[src/fecl_pkg.sv]
// constants of the framer error-count latch and second irq mask block
// assumes one 100 MHz clock and an AXI4-Lite master holding 8-bit registers
//
// Overview of operation
// mask bits 7..5 gate rx multiframe, tx multiframe, one-second timer; 1 enables
// mask bits 4..1 gate link buffer full, empty, match, abort; 1 enables
// software writes zero into mask bit 0, which is unassigned
// three error counters per framer cover violations, path errors, out-of-sync multiframes
// interval select 0 updates on one-second boundaries, 1 every 42 ms
// automatic updates come from the timer that sets the one-second flag
// with manual enable set, only the manual trigger updates the registers
// latched values hold until the next update, then are overwritten
// counters saturate at maximum and never wrap
// software reads counters after the timer interrupt, before the next update
// line violation counter is 16 bits, high byte in first register
// path violation counter is 12 bits, crc6 or framing bit errors
// each update copies the running count and restarts it from zero
package fecl_pkg;
    // ********************************
    // bus
    // ********************************
    localparam int         ADDR_W        = 10;
    localparam int         DATA_W        = 32;
    localparam logic [1:0] RESP_OKAY     = 2'h0;
    localparam logic [1:0] RESP_SLVERR   = 2'h2;
    // ********************************
    // register indices, byte address is four times the index
    // ********************************
    localparam logic [7:0] IDX_LINE_HI   = 8'hC3;
    localparam logic [7:0] IDX_LINE_LO   = 8'hC4;
    localparam logic [7:0] IDX_PATH_HI   = 8'hC5;
    localparam logic [7:0] IDX_PATH_LO   = 8'hC6;
    localparam logic [7:0] IDX_MOS_LO    = 8'hC7;
    localparam logic [7:0] IDX_IRQ_MASK  = 8'hEF;
    localparam logic [7:0] IDX_IRQ_STAT  = 8'hF0;
    localparam logic [7:0] IDX_CTRL      = 8'hF1;
    // ********************************
    // fields
    // ********************************
    localparam int         BIT_RX_MF     = 7;
    localparam int         BIT_TX_MF     = 6;
    localparam int         BIT_TIMER     = 5;
    localparam int         BIT_RX_FULL   = 4;
    localparam int         BIT_TX_EMPTY  = 3;
    localparam int         BIT_MATCH     = 2;
    localparam int         BIT_ABORT     = 1;
    localparam int         BIT_LOW_SRC   = 1;
    localparam int         CTL_INTERVAL  = 0;
    localparam int         CTL_MAN_EN    = 1;
    localparam int         CTL_MAN_TRIG  = 2;
    localparam logic [7:0] MASK_USED     = 8'hFE;
    localparam logic [7:0] CTRL_USED     = 8'h07;
    localparam logic [7:0] MASK_RST      = 8'h00;
    localparam logic [7:0] STAT_RST      = 8'h00;
    localparam logic [7:0] CTRL_RST      = 8'h00;
    localparam int         LINE_W        = 16;
    localparam int         PATH_W        = 12;
    localparam int         MOS_W         = 12;
    // ********************************
    // timing
    // ********************************
    localparam int         CLK_PERIOD_NS = 10;
    localparam int         LONG_MS       = 1000;
    localparam int         SHORT_MS      = 42;
    localparam int         LONG_CYC      = LONG_MS * 1000000 / CLK_PERIOD_NS;
    localparam int         SHORT_CYC     = SHORT_MS * 1000000 / CLK_PERIOD_NS;
    localparam int         TIMER_W       = 27;
endpackage

[src/fecl_top.sv]
// error counters with timed or manual latching, and the second irq mask of framer b
// assumes error and irq source inputs are one-cycle pulses from logic on clk_sys
`timescale 1ns/10ps
module fecl_top #(
    parameter int LONG_CYC  = fecl_pkg::LONG_CYC,
    parameter int SHORT_CYC = fecl_pkg::SHORT_CYC
) (
    input  wire logic                        clk_sys,
    input  wire logic                        rst,
    input  wire logic [fecl_pkg::ADDR_W-1:0] s_axi_awaddr,
    input  wire logic                        s_axi_awvalid,
    output logic                             s_axi_awready,
    input  wire logic [fecl_pkg::DATA_W-1:0] s_axi_wdata,
    input  wire logic [3:0]                  s_axi_wstrb,
    input  wire logic                        s_axi_wvalid,
    output logic                             s_axi_wready,
    output logic [1:0]                       s_axi_bresp,
    output logic                             s_axi_bvalid,
    input  wire logic                        s_axi_bready,
    input  wire logic [fecl_pkg::ADDR_W-1:0] s_axi_araddr,
    input  wire logic                        s_axi_arvalid,
    output logic                             s_axi_arready,
    output logic [fecl_pkg::DATA_W-1:0]      s_axi_rdata,
    output logic [1:0]                       s_axi_rresp,
    output logic                             s_axi_rvalid,
    input  wire logic                        s_axi_rready,
    input  wire logic                        line_violation_event,
    input  wire logic                        path_violation_event,
    input  wire logic                        out_of_sync_multiframe_event,
    input  wire logic                        rx_sync_loss,
    input  wire logic                        rx_multiframe_irq,
    input  wire logic                        tx_multiframe_irq,
    input  wire logic                        rx_link_buffer_full_irq,
    input  wire logic                        tx_link_buffer_empty_irq,
    input  wire logic                        rx_link_match_irq,
    input  wire logic                        rx_link_abort_irq,
    output logic                             one_second_timer_flag,
    output logic                             irq
);
    import fecl_pkg::*;

    // ********************************
    // state
    // ********************************
    logic              aw_held_reg;
    logic [7:0]        aw_idx_reg;
    logic              w_held_reg;
    logic [7:0]        w_byte_reg;
    logic              w_lane_reg;
    logic              bvalid_reg;
    logic [1:0]        bresp_reg;
    logic              rvalid_reg;
    logic [7:0]        rbyte_reg;
    logic [1:0]        rresp_reg;
    logic [7:0]        mask_reg;
    logic [7:0]        stat_reg;
    logic [7:0]        ctrl_reg;
    logic              trig_prev_reg;
    logic [TIMER_W-1:0] timer_reg;
    logic              irq_reg;
    logic [LINE_W-1:0] line_run_reg;
    logic [LINE_W-1:0] line_hold_reg;
    logic [PATH_W-1:0] path_run_reg;
    logic [PATH_W-1:0] path_hold_reg;
    logic [MOS_W-1:0]  mos_run_reg;
    logic [MOS_W-1:0]  mos_hold_reg;

    logic              do_write;
    logic              wr_hit;
    logic              wr_en;
    logic              tick;
    logic              trig_rise;
    logic              upd;
    logic [TIMER_W-1:0] period_last;
    logic [7:0]        src;
    logic [7:0]        rd_byte;
    logic              rd_hit;
    // ********************************
    // axi4-lite write path
    // ********************************
    // address and data latch separately so either may arrive first
    assign s_axi_awready = !aw_held_reg && !bvalid_reg;
    assign s_axi_wready  = !w_held_reg && !bvalid_reg;
    assign do_write      = aw_held_reg && w_held_reg && !bvalid_reg;
    assign wr_hit        = (aw_idx_reg == IDX_IRQ_MASK) || (aw_idx_reg == IDX_IRQ_STAT)
                           || (aw_idx_reg == IDX_CTRL);
    assign wr_en         = do_write && wr_hit && w_lane_reg;

    always_ff @(posedge clk_sys) begin
        if (rst) begin
            aw_held_reg <= 1'b0;
            aw_idx_reg  <= 8'h00;
        end else if (s_axi_awvalid && s_axi_awready) begin
            aw_held_reg <= 1'b1;
            aw_idx_reg  <= s_axi_awaddr[9:2];
        end else if (do_write) begin
            aw_held_reg <= 1'b0;
        end
    end

    always_ff @(posedge clk_sys) begin
        if (rst) begin
            w_held_reg <= 1'b0;
            w_byte_reg <= 8'h00;
            w_lane_reg <= 1'b0;
        end else if (s_axi_wvalid && s_axi_wready) begin
            w_held_reg <= 1'b1;
            w_byte_reg <= s_axi_wdata[7:0];
            w_lane_reg <= s_axi_wstrb[0];
        end else if (do_write) begin
            w_held_reg <= 1'b0;
        end
    end

    always_ff @(posedge clk_sys) begin
        if (rst) begin
            bvalid_reg <= 1'b0;
            bresp_reg  <= RESP_OKAY;
        end else if (do_write) begin
            bvalid_reg <= 1'b1;
            bresp_reg  <= wr_hit ? RESP_OKAY : RESP_SLVERR;
        end else if (s_axi_bready) begin
            bvalid_reg <= 1'b0;
        end
    end

    assign s_axi_bvalid = bvalid_reg;
    assign s_axi_bresp  = bresp_reg;

    // ********************************
    // axi4-lite read path
    // ********************************
    always_comb begin
        rd_hit  = 1'b1;
        rd_byte = 8'h00;
        case (s_axi_araddr[9:2])
            IDX_LINE_HI:  rd_byte = line_hold_reg[15:8];
            IDX_LINE_LO:  rd_byte = line_hold_reg[7:0];
            IDX_PATH_HI:  rd_byte = {mos_hold_reg[11:8], path_hold_reg[11:8]};
            IDX_PATH_LO:  rd_byte = path_hold_reg[7:0];
            IDX_MOS_LO:   rd_byte = mos_hold_reg[7:0];
            IDX_IRQ_MASK: rd_byte = mask_reg;
            IDX_IRQ_STAT: rd_byte = stat_reg;
            IDX_CTRL:     rd_byte = ctrl_reg;
            default:      rd_hit  = 1'b0;
        endcase
    end

    assign s_axi_arready = !rvalid_reg;

    always_ff @(posedge clk_sys) begin
        if (rst) begin
            rvalid_reg <= 1'b0;
            rbyte_reg  <= 8'h00;
            rresp_reg  <= RESP_OKAY;
        end else if (s_axi_arvalid && s_axi_arready) begin
            rvalid_reg <= 1'b1;
            rbyte_reg  <= rd_byte;
            rresp_reg  <= rd_hit ? RESP_OKAY : RESP_SLVERR;
        end else if (s_axi_rready) begin
            rvalid_reg <= 1'b0;
        end
    end

    assign s_axi_rvalid = rvalid_reg;
    assign s_axi_rdata  = {24'h000000, rbyte_reg};
    assign s_axi_rresp  = rresp_reg;

    // ********************************
    // control and mask registers
    // ********************************
    always_ff @(posedge clk_sys) begin
        if (rst) begin
            mask_reg <= MASK_RST;
        end else if (wr_en && aw_idx_reg == IDX_IRQ_MASK) begin
            // bit 0 is unassigned and kept at zero whatever is written
            mask_reg <= w_byte_reg & MASK_USED;
        end
    end

    always_ff @(posedge clk_sys) begin
        if (rst) begin
            ctrl_reg <= CTRL_RST;
        end else if (wr_en && aw_idx_reg == IDX_CTRL) begin
            ctrl_reg <= w_byte_reg & CTRL_USED;
        end
    end

    always_ff @(posedge clk_sys) begin
        if (rst) begin
            trig_prev_reg <= 1'b0;
        end else begin
            trig_prev_reg <= ctrl_reg[CTL_MAN_TRIG];
        end
    end

    // ********************************
    // update timer and update event
    // ********************************
    assign period_last = ctrl_reg[CTL_INTERVAL] ? TIMER_W'(SHORT_CYC - 1)
                                                : TIMER_W'(LONG_CYC - 1);
    // >= so a switch to the short interval never strands the count
    assign tick        = (timer_reg >= period_last);
    assign trig_rise   = ctrl_reg[CTL_MAN_TRIG] && !trig_prev_reg;
    assign upd         = ctrl_reg[CTL_MAN_EN] ? trig_rise : tick;

    always_ff @(posedge clk_sys) begin
        if (rst) begin
            timer_reg <= '0;
        end else if (tick) begin
            timer_reg <= '0;
        end else begin
            timer_reg <= timer_reg + TIMER_W'(1);
        end
    end

    // ********************************
    // error counters, running and latched
    // ********************************
    // an event in the update cycle starts the new interval at one
    always_ff @(posedge clk_sys) begin
        if (rst) begin
            line_run_reg  <= '0;
            line_hold_reg <= '0;
        end else if (upd) begin
            line_hold_reg <= line_run_reg;
            line_run_reg  <= LINE_W'(line_violation_event);
        end else if (line_violation_event && line_run_reg != '1) begin
            line_run_reg  <= line_run_reg + LINE_W'(1);
        end
    end

    logic path_count;
    // path errors are meaningless without receive sync
    assign path_count = path_violation_event && !rx_sync_loss;
    always_ff @(posedge clk_sys) begin
        if (rst) begin
            path_run_reg  <= '0;
            path_hold_reg <= '0;
        end else if (upd) begin
            path_hold_reg <= path_run_reg;
            path_run_reg  <= PATH_W'(path_count);
        end else if (path_count && path_run_reg != '1) begin
            path_run_reg  <= path_run_reg + PATH_W'(1);
        end
    end

    always_ff @(posedge clk_sys) begin
        if (rst) begin
            mos_run_reg  <= '0;
            mos_hold_reg <= '0;
        end else if (upd) begin
            mos_hold_reg <= mos_run_reg;
            mos_run_reg  <= MOS_W'(out_of_sync_multiframe_event);
        end else if (out_of_sync_multiframe_event && mos_run_reg != '1) begin
            mos_run_reg  <= mos_run_reg + MOS_W'(1);
        end
    end

    // ********************************
    // interrupt status and output
    // ********************************
    always_comb begin
        src               = 8'h00;
        src[BIT_RX_MF]    = rx_multiframe_irq;
        src[BIT_TX_MF]    = tx_multiframe_irq;
        src[BIT_TIMER]    = tick;
        src[BIT_RX_FULL]  = rx_link_buffer_full_irq;
        src[BIT_TX_EMPTY] = tx_link_buffer_empty_irq;
        src[BIT_MATCH]    = rx_link_match_irq;
        src[BIT_ABORT]    = rx_link_abort_irq;
    end
    assign stat_reg[0] = 1'b0;
    generate
        for (genvar i = BIT_LOW_SRC; i < 8; i++) begin : g_stat
            always_ff @(posedge clk_sys) begin
                if (rst) begin
                    stat_reg[i] <= STAT_RST[i];
                end else if (src[i]) begin
                    // a new event beats a simultaneous clear
                    stat_reg[i] <= 1'b1;
                end else if (wr_en && aw_idx_reg == IDX_IRQ_STAT && w_byte_reg[i]) begin
                    stat_reg[i] <= 1'b0;
                end
            end
        end
    endgenerate

    always_ff @(posedge clk_sys) begin
        if (rst) begin
            irq_reg <= 1'b0;
        end else begin
            irq_reg <= |(stat_reg & mask_reg);
        end
    end
    assign irq                   = irq_reg;
    assign one_second_timer_flag = stat_reg[BIT_TIMER];
endmodule

[config.mk]
export PLATFORM = sky130hd
export DESIGN_NAME = fecl_top
export DESIGN_NICKNAME = d
export VERILOG_FILES = /design/src/fecl_pkg.sv /design/src/fecl_top.sv
export SDC_FILE = /design/constraint.sdc
export NUM_CORES = 1
export LEC_CHECK = 0
export BUFFER_PORTS_ARGS = -buffer_cell sky130_fd_sc_hd__buf_2
export CAP_MARGIN = 10
export CORE_UTILIZATION = 40
export CTS_CLUSTER_SIZE = 20
export DETAILED_ROUTE_END_ITERATION = 16
export PLACE_DENSITY = 0.57
export SLEW_MARGIN = 25
export SYNTH_ARGS = -nofsm -noshare
export SYNTH_HDL_FRONTEND = slang
export SYNTH_SLANG_ARGS = --single-unit
export TNS_END_PERCENT = 1
[constraint.sdc]
create_clock -name clk_sys -period 2.7 [get_ports clk_sys]
set_input_delay 0.135 -clock clk_sys [delete_from_list [all_inputs] [get_ports clk_sys]]
set_output_delay 0.135 -clock clk_sys [all_outputs]
set_load 0.01 [all_outputs]
Word level (Yosys, flattened, before mapping)
Cells that the tools add are included.
{"block": "word_totals", "in_bits": 73, "register_bits": 159, "output_inout_bits": 43, "elab_cells": 134}
{"block": "op_classes", "bitwise": 1, "n_reduce_logical": 50, "add_sub_neg": 4, "order_cmp": 1, "muxes": 33, "n_eq_ne": 14}
{"operator": "== test 8 bit, second input constant", "count": 11}
{"operator": "case mux 8 bit (8 select lines)", "count": 1}
{"operator": "2-to-1 mux 1 bit", "count": 29}
{"operator": "nonzero test 2 bit", "count": 14}
{"operator": "adder 27 x 1 -> 27 bit, second input constant", "count": 1}
{"operator": ">= comparator 27 bit", "count": 1}
{"operator": "2-to-1 mux 27 bit", "count": 1}
{"operator": "adder 12 x 1 -> 12 bit, second input constant", "count": 2}
{"operator": "logical AND 1 bit", "count": 24}
{"operator": "inequality test 12 bit, second input constant", "count": 2}
{"operator": "adder 16 x 1 -> 16 bit, second input constant", "count": 1}
{"operator": "inequality test 16 bit, second input constant", "count": 1}
{"operator": "OR reduction 8 bit", "count": 2}
{"operator": "bitwise AND 8 bit", "count": 1}
{"operator": "zero test 1 bit", "count": 6}
{"operator": "2-to-1 mux 2 bit", "count": 2}
{"operator": "OR reduction 2 bit", "count": 2}
{"operator": "logical OR 1 bit", "count": 2}

Depth between registers and ports, before layout
{"block": "logic_depth", "ltp_word": 9, "depth_mapped": 9, "ltp_nobuf": 7}

Least setup slack after synthesis
No wires, ideal clock.
{"block": "synth_path", "path_type": "flip-flop to flip-flop", "startpoint": "register ctrl_reg[0]", "endpoint": "register path_run_reg[0]", "path_stages_with_launch": 8, "setup_time_ns": 0.121, "arrival_time_ns": 2.287, "period_less_slack_ns": 2.408, "setup_slack_ns": 0.292, "path_buffers": 0, "t_required_ns": 2.579, "path_cell_list": "dfxtp_1 > inv_1 > ha_1 > and4b_1 > o2111ai_1 > a311o_1 > a31oi_4 > mux2_2"}
{"block": "synth_via", "elab_chain_cells": 4, "elab_cells_between_ends": 5, "cone_classes": "order compare (1); mux (3); reduce/logical (1)"}
{"item": "start: declaration", "line": "fecl_top.sv:57", "rtl": "logic [7:0] ctrl_reg;"}
{"item": "start signal: assignment", "line": "fecl_top.sv:185", "rtl": "ctrl_reg <= w_byte_reg & CTRL_USED;"}
{"item": "2-to-1 mux 27 bit (*)", "line": "fecl_top.sv:200", "rtl": "assign period_last = ctrl_reg[CTL_INTERVAL] ? TIMER_W'(SHORT_CYC - 1)"}
{"item": ">= comparator 27 bit (*)", "line": "fecl_top.sv:203", "rtl": "assign tick = (timer_reg >= period_last);"}
{"item": "2-to-1 mux 1 bit (*)", "line": "fecl_top.sv:205", "rtl": "assign upd = ctrl_reg[CTL_MAN_EN] ? trig_rise : tick;"}
{"item": "2-to-1 mux 1 bit or nonzero test 2 bit (tied branches)"}
{"item": "end signal: assignment", "line": "fecl_top.sv:242", "rtl": "path_run_reg <= PATH_W'(path_count);"}
{"item": "end signal: assignment", "line": "fecl_top.sv:244", "rtl": "path_run_reg <= path_run_reg + PATH_W'(1);"}
{"item": "end: declaration", "line": "fecl_top.sv:63", "rtl": "logic [PATH_W-1:0] path_run_reg;"}
Every way passes the cells marked *; elsewhere a longest branch is shown, timed or not.
A chain may end at the register's enable or synchronous reset.

Worst setup path in the final report
{"block": "layout_path", "startpoint": "register ctrl_reg[0]", "endpoint": "register path_hold_reg[8]"}
{"block": "layout_via", "elab_chain_cells": 3}
{"item": "2-to-1 mux 27 bit", "line": "fecl_top.sv:200"}
{"item": ">= comparator 27 bit", "line": "fecl_top.sv:203"}
{"item": "2-to-1 mux 1 bit", "line": "fecl_top.sv:205"}
{"item": "end signal: assignment", "line": "fecl_top.sv:241", "rtl": "path_hold_reg <= path_run_reg;"}
{"item": "end: declaration", "line": "fecl_top.sv:64", "rtl": "logic [PATH_W-1:0] path_hold_reg;"}
Every way passes these cells.

==> flow_summary.json <==
{
  "preCtsSetupSlack_ns": 0.323,
  "required_ns": 3.06,
  "yosys.area.top_type": "dfxtp_1",
  "worst_r2r_path_depth": 8,
  "yosysTopAreaCellShare_pct": 40.6,
  "clkLatencyLatePin_ns": 0.43,
  "dieArea_um2": 19900,
  "grt_pass1_wl_um": 29800,
  "syn_to_final_growth_pct": 16.7,
  "grt_pass1_vias": 5934,
  "path_cells": "buf_4, ha_1, a211o_1, a21oi_1, o22a_1, a31o_2, buf_12, mux2i_1",
  "yosysSeqAreaShare_pct": 40.6,
  "grt_max_degree": 83,
  "synthTopCellsByArea": "dfxtp_1, nand2_1, mux2i_1",
  "synth_common_cells": "nand2_1, dfxtp_1, mux2i_1",
  "grt_overflow": 0,
  "power_mw": 4.99,
  "synth_area_um2": 7750,
  "synth_flop_cell": "dfxtp_1",
  "end_kind": "flop",
  "drtIter0Drc": 418,
  "cp.arrival_ns": 2.76,
  "path_class": "flop to flop",
  "final_layout_size_suffix_gt1_share_pct": 12.1,
  "internal-power_mw": 3.77,
  "p_sw_mw": 1.22,
  "grt_usage_pct": 18.8,
  "cpMaxStageDelayCell": "ha_1",
  "antenna_found_initial": 0,
  "vias_per_cell": 5.12,
  "fin_cells": 1256,
  "path_clk_slew_ns": 0.06,
  "crit_path_start_kind": "flop",
  "fin_tns_setup_ns": 0,
  "wl_per_cell_um": 14.2,
  "clkSinkCount": 157,
  "crit_fanout": 44,
  "drc": 0,
  "fin_ws_ns": 0.300,
  "start_util_pct": 41.1,
  "worst_slew_pin_slew_ns": 0.788,
  "clkPwrFrac_pct": 45.9,
  "wl_um": 17800,
  "antenna_cells": 0,
  "die_w_um": 141,
  "fin_crit_sh_pct": 88.9,
  "p_seq_share_pct": 48.1,
  "yosysMostFrequentCell": "nand2_1",
  "die_h_um": 141,
  "core-area_um2": 18800,
  "cts_root_buf": "clkbuf_16",
  "async_flop_share_pct": 0,
  "cp.depth": 8,
  "crit_buf_inv": 2,
  "dr.pass1.iters": 5,
  "status": "finished clean",
  "nNetsFinal": 1076,
  "cap_violations": 0,
  "tritoncts": "yes",
  "place.gp.congestion": 0.800,
  "grt_setup_unrepaired": "false",
  "postCtsSetupBuffers": 0,
  "irDropWorstVdd_mv": 0.309,
  "place_inst": 1198,
  "boundaryPins": 116,
  "max_slew_margin_pct": 46.1,
  "leakage_nw": 3.61,
  "postCtsHoldBufs": 27,
  "clockBufferDepth": 2,
  "htreeDepth": 4,
  "pwr-share-comb_pct": 5.9,
  "antenna_left": 0,
  "period_needed_ns": 2.40,
  "cts_buffers": 17,
  "largest_reg_flops": 27,
  "holdPathStages": 3,
  "finalSetupViolations": 0,
  "yosysWarnings": 0,
  "yosysUniqueCellTypes": 69,
  "synth_seq_cells": 157,
  "rows": 50,
  "dp_hpwl_um": 12300,
  "cts_resized": 0,
  "vias": 6436,
  "powerDensity_nw_per_um2": 552,
  "port_buffers": 58,
  "hold_violations": 0,
  "synth_cells": 907,
  "swShare_pct": 24.4,
  "min_path_type": "input port to flop",
  "path_delay_family": "compound AO/OA/AOI/OAI gates",
  "fin_worst_skew_ns": 0.0109,
  "cp_slowest_stage_delay_ns": 0.32,
  "avgSynthCellArea_um2": 8.54,
  "max_freq_mhz": 417,
  "synth_edf_count": 0,
  "finalMaxSlewViolations": 0
}
==> layer usage <==
layer  part of all wire, %  track usage (%)  up-vias  wire (µm)
met1                    51             26.3     3020       9030
met3                   3.3             3.80       11        585
met2                    45             28.9      100       8030
met4                  0.92             5.49        0        164
met5                     0                0        -          0
li1                      -                -     3305          -
==> placed cells by master (no fill, tap or decap), types with 7 or more instances in the layout <==
cell	instances
and3_1	11
xor2_1	24
and4_1	7
dfxtp_1	157
nor2_1	48
xnor2_1	32
mux2i_1	53
o21ai_0	29
buf_4	13
nor3_1	48
buf_2	58
nor4_1	16
nand4_1	19
nand2_1	167
nand3_1	24
inv_1	33
a21oi_1	48
clkbuf_16	17
dlygate4sd3_1	27
ha_1	19
conb_1	26
==> area by class of cell <==
| cell class | count | area (µm²) |
|---|---|---|
| Multi-Input combinational cell | 673 | 4170 |
| Timing Repair Buffer | 101 | 718 |
| Inverter | 34 | 128 |
| Sequential cell | 157 | 3140 |
| Tap cell | 260 | 325 |
| Clock buffer | 18 | 439 |
| Clock inverter | 13 | 118 |
| Fill cell | 1857 | 9790 |
==> worst reg2reg max path: stages (launching register included) <==
cell and delay (ns):
dfxtp_1 0.31, buf_4 0.19, ha_1 0.32, a211o_1 0.25, a21oi_1 0.20, o22a_1 0.30
a31o_2 0.22, buf_12 0.28, mux2i_1 0.25
==> stage by stage <==
stage               utilization, %  instance area [µm²]  hold WS, ns
floorplan                        -                 7840        0.234
global placement              43.6                 8210        0.325
detailed placement            43.6                 8210        0.329
CTS                           48.0                 9040        0.175
global route                  48.0                 9040        0.218
finish                        48.0                 9040        0.188
==> power by group through the flow <==
stage	clock, mW	sequential, mW	combinational, mW
final	2.29	2.40	0.296
after global routing	2.47	2.41	0.336
after CTS	2.34	2.40	0.299
after detailed placement	0	2.45	0.268
after global placement	0	2.45	0.267
after floorplan	0	2.44	0.208
==> cells by family after synthesis <==
| logic type | Yosys count | synth area share (%) |
|---|---|---|
| AOI/OAI and AO/OA | 142 | 12.4 |
| xor gates and xnor gates | 56 | 6.33 |
| adders and majority gates | 19 | 3.07 |
| buffers and inverters | 102 | 6.82 |
| DFF | 157 | 40.6 |
| muxes | 58 | 7.87 |
| other | 1 | 0.0484 |
| and+or+nand+nor | 372 | 22.9 |
==> worst paths after layout <==
path,end,slack (ns),from
max reg2reg,path_hold_reg[8],0.30,ctrl_reg[0]
min,aw_held_reg,0.19,s_axi_awvalid
min reg2reg,rbyte_reg[0],0.45,rbyte_reg[0]
max,path_hold_reg[8],0.30,ctrl_reg[0]
Power figures use the tool's default switching activity.
